**src/inc/xmif_pkg.sv**
```systemverilog
/*
 * xmif_pkg: constants and carrier types for the external data memory interface.
 * assumes one system clock at 250 MHz and an 8-bit special register port on the cpu side.
 */
`default_nettype none

package xmif_pkg;

  // ----------------------------------------------------------------------
  // register offsets and reset values
  // ----------------------------------------------------------------------
  localparam logic [7:0] XMIF_CFG_ADDR = 8'h85;
  localparam logic [7:0] XMIF_PAGE_ADDR = 8'haa;
  localparam logic [7:0] XMIF_CFG_RESET = 8'h03;
  localparam logic [7:0] XMIF_PAGE_RESET = 8'h00;

  // ----------------------------------------------------------------------
  // configuration field positions
  // ----------------------------------------------------------------------
  localparam int XMIF_FIFO_EN_BIT = 6;
  localparam int XMIF_MUX_BIT = 4;
  localparam int XMIF_MODE_LSB = 2;
  localparam int XMIF_ALE_LSB = 0;
  localparam logic [7:0] XMIF_CFG_RD_MASK = 8'h5f;

  // ----------------------------------------------------------------------
  // memory map
  // ----------------------------------------------------------------------
  localparam logic [15:0] XMIF_FIFO_BASE = 16'h0400;
  localparam logic [15:0] XMIF_FIFO_LAST = 16'h07ff;
  localparam logic [15:0] XMIF_ONCHIP_LIMIT = 16'h2000;
  localparam int XMIF_ONCHIP_AW = 12;
  localparam int XMIF_FIFO_AW = 10;

  // ----------------------------------------------------------------------
  // timing counts
  // ----------------------------------------------------------------------
  localparam logic [1:0] XMIF_STROBE_CYC = 2'h1;
  localparam logic [1:0] XMIF_FIFO_WAIT_CYC = 2'h3;

  // ----------------------------------------------------------------------
  // types
  // ----------------------------------------------------------------------
  typedef enum logic [1:0] {
    XMIF_MODE_INT = 2'h0,
    XMIF_MODE_SPLIT = 2'h1,
    XMIF_MODE_BANK = 2'h2,
    XMIF_MODE_EXT = 2'h3
  } xmif_mode_t;

  typedef struct packed {
    logic fifo_window_enable;
    logic bus_multiplex_select;
    xmif_mode_t memory_mode_select;
    logic [1:0] latch_pulse_width_select;
  } xmif_cfg_t;

  typedef struct packed {
    logic req;
    logic wr;
    logic short_addr;
    logic [15:0] addr;
    logic [7:0] wdata;
  } xmif_cpu_req_t;

  typedef struct packed {
    logic [15:0] addr_o;
    logic [15:0] addr_oe;
    logic [7:0] data_o;
    logic [7:0] data_oe;
    logic ale;
    logic rd_b;
    logic wr_b;
    logic own;
  } xmif_pins_t;

endpackage : xmif_pkg

`default_nettype wire

```
**src/rtl/xmif_core.sv**
```systemverilog
/*
 * xmif_core: address decode and bus sequencing for external move instructions.
 * assumes the cpu holds its request until ack, port muxing outside honours
 * pins.own, and fifo ram answers through a req/ack handshake from the usb domain.
 */
`default_nettype none

module xmif_core (
  // clock and reset
  input wire logic sys_clk_i,
  input wire logic rst_b_i,
  // special register port
  input wire logic sfr_wr_i,
  input wire logic [7:0] sfr_addr_i,
  input wire logic [7:0] sfr_wdata_i,
  output logic [7:0] sfr_rdata_o,
  // cpu external move request
  input wire xmif_pkg::xmif_cpu_req_t cpu_req_i,
  output logic cpu_ack_o,
  output logic [7:0] cpu_rdata_o,
  // on-chip external_data_ram
  output logic external_data_ram_we_o,
  output logic [xmif_pkg::XMIF_ONCHIP_AW-1:0] external_data_ram_addr_o,
  output logic [7:0] external_data_ram_wdata_o,
  input wire logic [7:0] external_data_ram_rdata_i,
  // usb fifo ram, handshake into the usb domain
  output logic fifo_req_o,
  output logic fifo_we_o,
  output logic [xmif_pkg::XMIF_FIFO_AW-1:0] fifo_addr_o,
  output logic [7:0] fifo_wdata_o,
  input wire logic fifo_ack_i,
  input wire logic [7:0] fifo_rdata_i,
  // external bus pins
  output xmif_pkg::xmif_pins_t pins_o,
  input wire logic [7:0] data_pins_i
);
  import xmif_pkg::*;

  typedef enum logic [2:0] {
    ST_IDLE, ST_ONCHIP, ST_FIFO, ST_ALE_HI, ST_ALE_LO, ST_STROBE, ST_DONE
  } xmif_state_t;

  typedef struct packed {
    xmif_state_t st;
    xmif_cfg_t cfg;
    logic [7:0] page;
    xmif_cfg_t acc_cfg;
    logic acc_wr;
    logic drive_hi;
    logic [15:0] acc_addr;
    logic [7:0] acc_wdata;
    logic [2:0] cnt;
    logic fifo_req;
    logic sync1;
    logic sync2;
    logic sync_prev;
    logic [7:0] rdata;
    logic ack;
  } xmif_s_t;

  xmif_s_t s_reg;
  xmif_s_t s_next;
  logic [15:0] eff_addr;
  logic in_fifo;
  logic onchip;
  logic fifo_done;

  // ----------------------------------------------------------------------
  // address decode
  // ----------------------------------------------------------------------

  // effective address from page byte or data pointer
  always_comb begin
    eff_addr = cpu_req_i.addr;
    if (cpu_req_i.short_addr) begin
      eff_addr = {s_reg.page, cpu_req_i.addr[7:0]};
    end
    in_fifo = s_reg.cfg.fifo_window_enable && eff_addr >= XMIF_FIFO_BASE
      && eff_addr <= XMIF_FIFO_LAST;
    unique case (s_reg.cfg.memory_mode_select)
      XMIF_MODE_INT: onchip = 1'b1;
      XMIF_MODE_SPLIT, XMIF_MODE_BANK: onchip = eff_addr < XMIF_ONCHIP_LIMIT;
      XMIF_MODE_EXT: onchip = 1'b0;
    endcase
  end

  // fifo completion seen as a toggle edge after two flops
  assign fifo_done = s_reg.sync2 != s_reg.sync_prev;

  // ----------------------------------------------------------------------
  // sequencer and registers
  // ----------------------------------------------------------------------

  always_comb begin
    s_next = s_reg;
    s_next.ack = 1'b0;
    s_next.sync1 = fifo_ack_i;
    s_next.sync2 = s_reg.sync1;
    s_next.sync_prev = s_reg.sync2;
    if (sfr_wr_i && sfr_addr_i == XMIF_CFG_ADDR) begin
      s_next.cfg = xmif_cfg_t'({sfr_wdata_i[XMIF_FIFO_EN_BIT], sfr_wdata_i[XMIF_MUX_BIT],
        sfr_wdata_i[XMIF_MODE_LSB+1:XMIF_MODE_LSB], sfr_wdata_i[XMIF_ALE_LSB+1:XMIF_ALE_LSB]});
    end
    if (sfr_wr_i && sfr_addr_i == XMIF_PAGE_ADDR) begin
      s_next.page = sfr_wdata_i;
    end
    unique case (s_reg.st)
      ST_IDLE: begin
        if (cpu_req_i.req) begin
          s_next.acc_cfg = s_reg.cfg;
          s_next.acc_wr = cpu_req_i.wr;
          s_next.acc_addr = eff_addr;
          s_next.acc_wdata = cpu_req_i.wdata;
          s_next.drive_hi = !(cpu_req_i.short_addr
            && s_reg.cfg.memory_mode_select != XMIF_MODE_BANK);
          s_next.cnt = 3'h0;
          if (in_fifo) begin
            s_next.st = ST_FIFO;
            s_next.fifo_req = !s_reg.fifo_req;
          end else if (onchip) begin
            s_next.st = ST_ONCHIP;
          end else if (s_reg.cfg.bus_multiplex_select) begin
            s_next.st = ST_STROBE;
          end else begin
            s_next.st = ST_ALE_HI;
          end
        end
      end
      ST_ONCHIP: begin
        s_next.rdata = external_data_ram_rdata_i;
        s_next.ack = 1'b1;
        s_next.st = ST_DONE;
      end
      ST_FIFO: begin
        if (fifo_done) begin
          s_next.cnt = s_reg.cnt + 3'h1;
        end
        if (s_reg.cnt != 3'h0) begin
          s_next.cnt = s_reg.cnt + 3'h1;
        end
        if (s_reg.cnt[1:0] == XMIF_FIFO_WAIT_CYC) begin
          s_next.rdata = fifo_rdata_i;
          s_next.ack = 1'b1;
          s_next.st = ST_DONE;
        end
      end
      ST_ALE_HI: begin
        s_next.cnt = s_reg.cnt + 3'h1;
        if (s_reg.cnt[1:0] == s_reg.acc_cfg.latch_pulse_width_select) begin
          s_next.cnt = 3'h0;
          s_next.st = ST_ALE_LO;
        end
      end
      ST_ALE_LO: begin
        s_next.cnt = s_reg.cnt + 3'h1;
        if (s_reg.cnt[1:0] == s_reg.acc_cfg.latch_pulse_width_select) begin
          s_next.cnt = 3'h0;
          s_next.st = ST_STROBE;
        end
      end
      ST_STROBE: begin
        s_next.cnt = s_reg.cnt + 3'h1;
        if (s_reg.cnt[1:0] == XMIF_STROBE_CYC - 2'h1) begin
          s_next.rdata = data_pins_i;
          s_next.ack = 1'b1;
          s_next.st = ST_DONE;
        end
      end
      ST_DONE: begin
        s_next.st = ST_IDLE; // request drops during this cycle
      end
    endcase
  end

  always_ff @(posedge sys_clk_i) begin
    if (!rst_b_i) begin
      s_reg <= '0;
      s_reg.cfg <= xmif_cfg_t'({XMIF_CFG_RESET[XMIF_FIFO_EN_BIT], XMIF_CFG_RESET[XMIF_MUX_BIT],
        XMIF_CFG_RESET[XMIF_MODE_LSB+1:XMIF_MODE_LSB], XMIF_CFG_RESET[XMIF_ALE_LSB+1:XMIF_ALE_LSB]});
      s_reg.page <= XMIF_PAGE_RESET;
      s_reg.st <= ST_IDLE;
    end else begin
      s_reg <= s_next;
    end
  end

  // ----------------------------------------------------------------------
  // outputs
  // ----------------------------------------------------------------------

  // register readback
  always_comb begin
    sfr_rdata_o = 8'h00;
    if (sfr_addr_i == XMIF_CFG_ADDR) begin
      sfr_rdata_o = {1'b0, s_reg.cfg.fifo_window_enable, 1'b0, s_reg.cfg.bus_multiplex_select,
        s_reg.cfg.memory_mode_select, s_reg.cfg.latch_pulse_width_select} & XMIF_CFG_RD_MASK;
    end else if (sfr_addr_i == XMIF_PAGE_ADDR) begin
      sfr_rdata_o = s_reg.page;
    end
  end

  assign cpu_ack_o = s_reg.ack;
  assign cpu_rdata_o = s_reg.rdata;
  assign external_data_ram_we_o = s_reg.st == ST_ONCHIP && s_reg.acc_wr;
  assign external_data_ram_addr_o = s_reg.acc_addr[XMIF_ONCHIP_AW-1:0];
  assign external_data_ram_wdata_o = s_reg.acc_wdata;
  assign fifo_req_o = s_reg.fifo_req;
  assign fifo_we_o = s_reg.acc_wr;
  assign fifo_addr_o = s_reg.acc_addr[XMIF_FIFO_AW-1:0];
  assign fifo_wdata_o = s_reg.acc_wdata;

  // pin drive; output mode registers stay outside this block
  always_comb begin
    logic busy;
    logic mux;
    busy = s_reg.st == ST_ALE_HI || s_reg.st == ST_ALE_LO || s_reg.st == ST_STROBE;
    mux = !s_reg.acc_cfg.bus_multiplex_select;
    pins_o.own = busy;
    pins_o.ale = s_reg.st == ST_ALE_HI;
    pins_o.rd_b = !(s_reg.st == ST_STROBE && !s_reg.acc_wr);
    pins_o.wr_b = !(s_reg.st == ST_STROBE && s_reg.acc_wr);
    pins_o.addr_o = s_reg.acc_addr;
    pins_o.addr_oe = {{8{busy && s_reg.drive_hi}}, {8{busy && !mux}}};
    pins_o.data_o = (mux && s_reg.st == ST_ALE_HI) ? s_reg.acc_addr[7:0] : s_reg.acc_wdata;
    pins_o.data_oe = {8{busy && (s_reg.acc_wr || (mux && s_reg.st == ST_ALE_HI))}};
  end
endmodule : xmif_core

`default_nettype wire

```
**config.mk**
```make
export PLATFORM = sky130hd
export DESIGN_NAME = xmif_core
export DESIGN_NICKNAME = d
export VERILOG_FILES = /design/src/inc/xmif_pkg.sv /design/src/rtl/xmif_core.sv
export SDC_FILE = /design/constraint.sdc
export NUM_CORES = 1
export LEC_CHECK = 0
export BUFFER_PORTS_ARGS = -buffer_cell sky130_fd_sc_hd__buf_4
export CORE_ASPECT_RATIO = 2
export CORE_MARGIN = 2
export CORE_UTILIZATION = 46
export DETAILED_ROUTE_END_ITERATION = 12
export GPL_TIMING_DRIVEN = 0
export HOLD_SLACK_MARGIN = 0.08
export PLACE_DENSITY = 0.91
export RECOVER_POWER = 50
export REMOVE_ABC_BUFFERS = 1
export SLEW_MARGIN = 20
export SYNTH_ARGS = -nofsm -noshare
export SYNTH_HDL_FRONTEND = slang
export SYNTH_SLANG_ARGS = --single-unit
```
**constraint.sdc**
```tcl
create_clock -name sys_clk_i -period 1.9 [get_ports sys_clk_i]
set_input_delay 0 -clock sys_clk_i [delete_from_list [all_inputs] [get_ports sys_clk_i]]
set_output_delay 0 -clock sys_clk_i [all_outputs]
set_load 0.1 [all_outputs]
```
=== Word level (Yosys, flattened, before mapping) ===
Cells that the tools add are included.
Widths: inputs -> output; s select.

* Logic and storage cells: 101
* Register bits: 62
* Output and inout bits: 110

* $lt $le $gt $ge: 3
* Equal/unequal tests: 21
* Reductions and logical operators: 34
* Mux-type cells: 23
* $add $sub $neg: 1

{| class="wikitable"
|+ Operator list
! kind !! count
|-
| $mux 3 || 11
|-
| $pmux 9 s3 || 1
|-
| $mux 8 || 3
|-
| $pmux 3 s7 || 1
|-
| $mux 9 || 2
|-
| $eq 8x8->1 const B || 2
|-
| $ge 16x11->1 const B || 1
|-
| $le 16x11->1 const B || 1
|-
| $lt 16x14->1 const B || 1
|-
| $mux 16 || 1
|-
| $logic_and 1x1->1 || 12
|-
| $pmux 3 s4 || 1
|-
| $ne 2x2->1 const B || 5
|-
| $eq 3x3->1 const B || 3
|-
| $reduce_and 3->1 || 3
|-
| $eq 2x2->1 const B || 3
|-
| $eq 3x2->1 const B || 2
|-
| $logic_not 1->1 || 6
|-
| $reduce_bool 3->1 || 2
|-
| $reduce_and 5->1 || 1
|-
| $logic_not 2->1 || 2
|-
| $mux 4 || 1
|-
| $reduce_bool 4->1 || 1
|-
| $reduce_or 2->1 || 2
|-
| other kinds (12) || 14
|}

=== Logic depth before layout (Yosys ltp) ===
* Word-level depth: 7
* Mapped depth: 7
* Mapped depth without buffers: 6

=== Worst setup path before layout ===
No wires, ideal clock.

* Path kind: register to output
* Start: register s_reg[62] (netlist name)
* End: output pins_o[29] (netlist name)
* Buffers on the path: 3
* Data required time: 1.900 ns
* Arrival time: 2.948 ns
* Cell stages (with the launch flop): 7
* Setup slack: -1.048 ns
* Path through: dfxtp_1 -> clkbuf_1 -> buf_2 -> nand2_1 -> nand2_1 -> and2_1 -> buf_4

{| class="wikitable"
|+ RTL lines
! what !! RTL line !! source
|-
| from (decl) || xmif_core.sv:61 || <nowiki>xmif_s_t s_reg;</nowiki>
|-
| from (signal assigned) || xmif_core.sv:183 || <nowiki>s_reg <= s_next;</nowiki>
|-
| to (decl) || xmif_core.sv:34 || <nowiki>output xmif_pkg::xmif_pins_t pins_o,</nowiki>
|}

=== Worst setup path in the final report ===
* Start: register s_reg[63] (netlist name)
* End: register s_reg, in the netlist fifo_req_o

* Longest elaborated chain between the ends: 2

{| class="wikitable"
|+ RTL lines
! what !! RTL line !! source
|-
| $logic_not 3->1 || xmif_core.sv:107 || <nowiki>unique case (s_reg.st)</nowiki>
|-
| $reduce_and 3->1 (no line) || - ||
|}

No other way between the ends.
A chain may end at the register's enable or synchronous reset.

==> summary.md <==
| Metric | Value |
|---|---|
| Detailed-router iteration count before antenna repair | `4` |
| Xor and xnor fraction of the mapped netlist area | `0.723%` |
| Post-synthesis cell count | `431` |
| Number of cell rows | `45` |
| Starting Density | `47.8%` |
| Die Area | `8670 um2` |
| Global-route wire length before repair | `17700 um` |
| Post-Route Skew | `0.00616 ns` |
| Sequential share of the synthesized area | `34.2%` |
| Area share of the largest cell type after synthesis | `34.2%` |
| Final-layout fill cell count | `579` |
| Slew Limit Fails | `0` |
| Violation count after the first detailed-route iteration | `255` |
| Number of cells on the worst reg-to-reg path | `5` |
| Flip-flop count of the largest register, all copies and words added | `25` |
| Most area-consuming cells after synthesis | `dfxtp_1, buf_4, mux2i_1, nand2_1, a21oi_1` |
| Data required time at the worst endpoint | `2.15 ns` |
| Synth Area in Compound Gates | `16.8%` |
| Vias in the first global route | `3675` |
| Category of the worst setup path launch point | `register` |
| Post-route cell area | `5270 um2` |
| Total wire length after detailed routing | `12100 um` |
| Critical-path maximum fanout | `23` |
| Number of enable-type register cells in the synthesized netlist | `0` |
| Tightest slew margin relative to the limit | `20.6%` |
| Static Leak | `2.33 nW` |
| Proportion of synthesized flip-flops having asynchronous set or reset | `0%` |
| Dominant register cell in the synthesized netlist | `dfxtp_1` |
| Worst setup path class | `register to register` |
| Share of post-route cells with drive strength above 1 | `37.7%` |
| Top cell type by total area after synthesis | `dfxtp_1` |
| Placeable Area | `7600 um2` |
| F_max | `0.537 GHz` |
| Clock transition time at the flip-flop clock pins of the worst setup and hold paths | `0.05 ns` |
| Overflow after GRT | `0` |
| Maxcap violations | `0` |
| Buffers on Ports | `180` |
| Routability congestion estimate from global placement | `0.761` |
| Total track usage | `27.0%` |
| Min-Delay Startpoint | `fifo_rdata_i[5]` |
| Netlist Area Pre-Place | `3630 um2` |
| Combinational family with the most area after synthesis | `buffers and inverters` |
| Final worst-path cycle share | `98.0%` |
| Number of nets in the layout | `649` |
| Power per standard cell area | `1640 nW/um2` |
| Average via count per standard cell | `5.44` |
| Synth Register Bits | `62` |
| Vias post-DR | `3658` |
| DP Area | `4390 um2` |
| Proportion of synthesized area in mux cells | `8.89%` |
| Final Critical Period | `1.86 ns` |
| Placement-stage worst setup slack | `-0.663 ns` |
| Post-route antenna net violation count | `0` |
| Source-to-sink clock delay at the later pin of the worst-skew pair | `0.33 ns` |
| WL/cell | `18.0 um` |
| Clk sinks | `62` |
| Final routed DRC violation total | `0` |
| Most frequent cells in the layout | `buf_4, dfxtp_1, nand2_1` |
| Worst VDD drop | `0.860 mV` |
| Area share of and/or/nand/nor cells after synthesis | `17.4%` |
| Master cell of the clock root buffer | `clkbuf_16` |
| Slew at the pin with the worst max-slew slack | `1.20 ns` |
| Area growth syn-to-layout | `45.2%` |
| Yosys warning count | `0` |
| Hold Crit Class | `input port to register` |
| Most frequent standard cell in the layout excluding fill and tap cells | `buf_4` |
| CTS tree | `yes` |
| Initial antenna violation count | `0` |
| Capture point of the worst path | `fifo_req_o` |
| Horiz. Die Dim | `66.8 um` |
| Synth unique cells | `52` |
| Data arrival, critical path | `2.11 ns` |
| Synthesized area per cell | `8.43 um2` |
| Boundary Pins | `181` |
| Core Util, Final | `69.4%` |
| Endpoints failing setup | `0` |
| Worst setup slack after layout | `0.0387 ns` |
| Vertical extent of the die | `130 um` |
| Final Hold Violating Endpoints | `0` |
| Pin count of the biggest net entering global routing | `54` |
| Adder and majority gate portion of the synthesized area | `1.38%` |
| Critical path endpoint category | `register` |
| H-tree level count | `3` |
| Sum of net half-perimeters after detailed placement | `7310 um` |
| Startpoint of the most critical setup path | `s_reg[63]` |
| R2r setup slk | `0.04 ns` |
| Reg2reg end | `fifo_req_o` |
| TritonCTS Buffers | `9` |
| Launch point of the worst reg-to-reg path | `s_reg[63]` |
| Result of the run | `finished, final reports clean` |
| Clock tree buffer depth | `2` |
[through the flow]
stage	cells	setup TNS, ns	hold slack (ns)	total power [mW]
after floorplan	326	-150.00	0.0619	5.87
after global placement	600	-22.86	0.216	6.89
after detailed placement	600	-16.51	0.216	6.98
after CTS	671	0	0.0811	8.73
after global routing	672	-0.00341	0.115	8.95
final	673	0	0.0911	8.67
[routing by layer]
layer	vias to the layer above	part of all wire (%)	track usage [%]
met5	-	0	0
met4	0	4.4	18.6
met3	44	6.8	6.68
met2	192	54	49.4
met1	1714	35	25.1
li1	1708	-	-
[worst min-delay path by stage]
| stage | endpoint | slack [ns] | cells past startpoint |
|---|---|---|---|
| after global placement | s_next[10] | 0.22 | 2 |
| after detailed placement | s_next[10] | 0.22 | 2 |
| after CTS | cpu_rdata_o[1] | 0.08 | 4 |
| final | cpu_rdata_o[5] | 0.09 | 4 |
| after floorplan | s_reg[56] | 0.06 | 1 |
| after global routing | cpu_rdata_o[3] | 0.11 | 4 |
[worst max-delay path, stage by stage (launching register included)]
cell and delay [ns]:
dfxtp_4 0.34, buf_4 0.17, nor2_1 0.25, nand3_4 0.30, or4_1 0.58, a21oi_1 0.14
[cell families (layout without fill, tap and decap cells)]
kind of cell               after synthesis  in the layout
and+or+nand+nor                        129            129
buffers and inverters                  115            262
AOI/OAI and AO/OA                       87             87
DFF                                     62             62
muxes                                   31             31
adders and majority gates                4              4
xor gates and xnor gates                 3              3
other                                    0              1
[synth_stat cells, types with 4 or more instances]
cell type,n
nor2_1,27
a22oi_1,8
nor2b_1,4
and3_1,4
a21oi_1,33
dfxtp_1,62
and2_1,10
buf_4,83
a211oi_1,7
inv_1,9
buf_2,7
clkbuf_1,13
nand2_1,56
nor3_1,6
mux2i_1,21
mux2_2,10
ha_1,4
a22o_1,14
[repair_timing]
item / 4_1_cts / 5_1_grt
setup endpoints to repair: 76 / 48
hold endpoints to repair: 55 / 0
pin swaps: 1 / 0
gates resized for setup: 39 / 27
buffers inserted: 10 / 1
hold buffers: 46 / 0
[where the power goes]
| part | leakage (nW) | internal, mW | switching [mW] |
|---|---|---|---|
| registers | 0.508 | 1.56 | 0.284 |
| logic | 1.69 | 1.07 | 4.26 |
| clock network | 0.133 | 0.944 | 0.539 |
[area by class of cell]
class | count | area, um2 | area share [%]
clock buffers | 14 | 264 | 5.01
flip-flops and latches | 62 | 1250 | 23.7
well taps | 94 | 118 | 2.23
clock inverters | 1 | 5.00 | 0.0949
repair buffers | 237 | 1880 | 35.6
diodes | 1 | 2.50 | 0.0474
multi-input cells | 254 | 1710 | 32.5
inverters | 10 | 41.3 | 0.783
(Power assumes the default switching activity.)
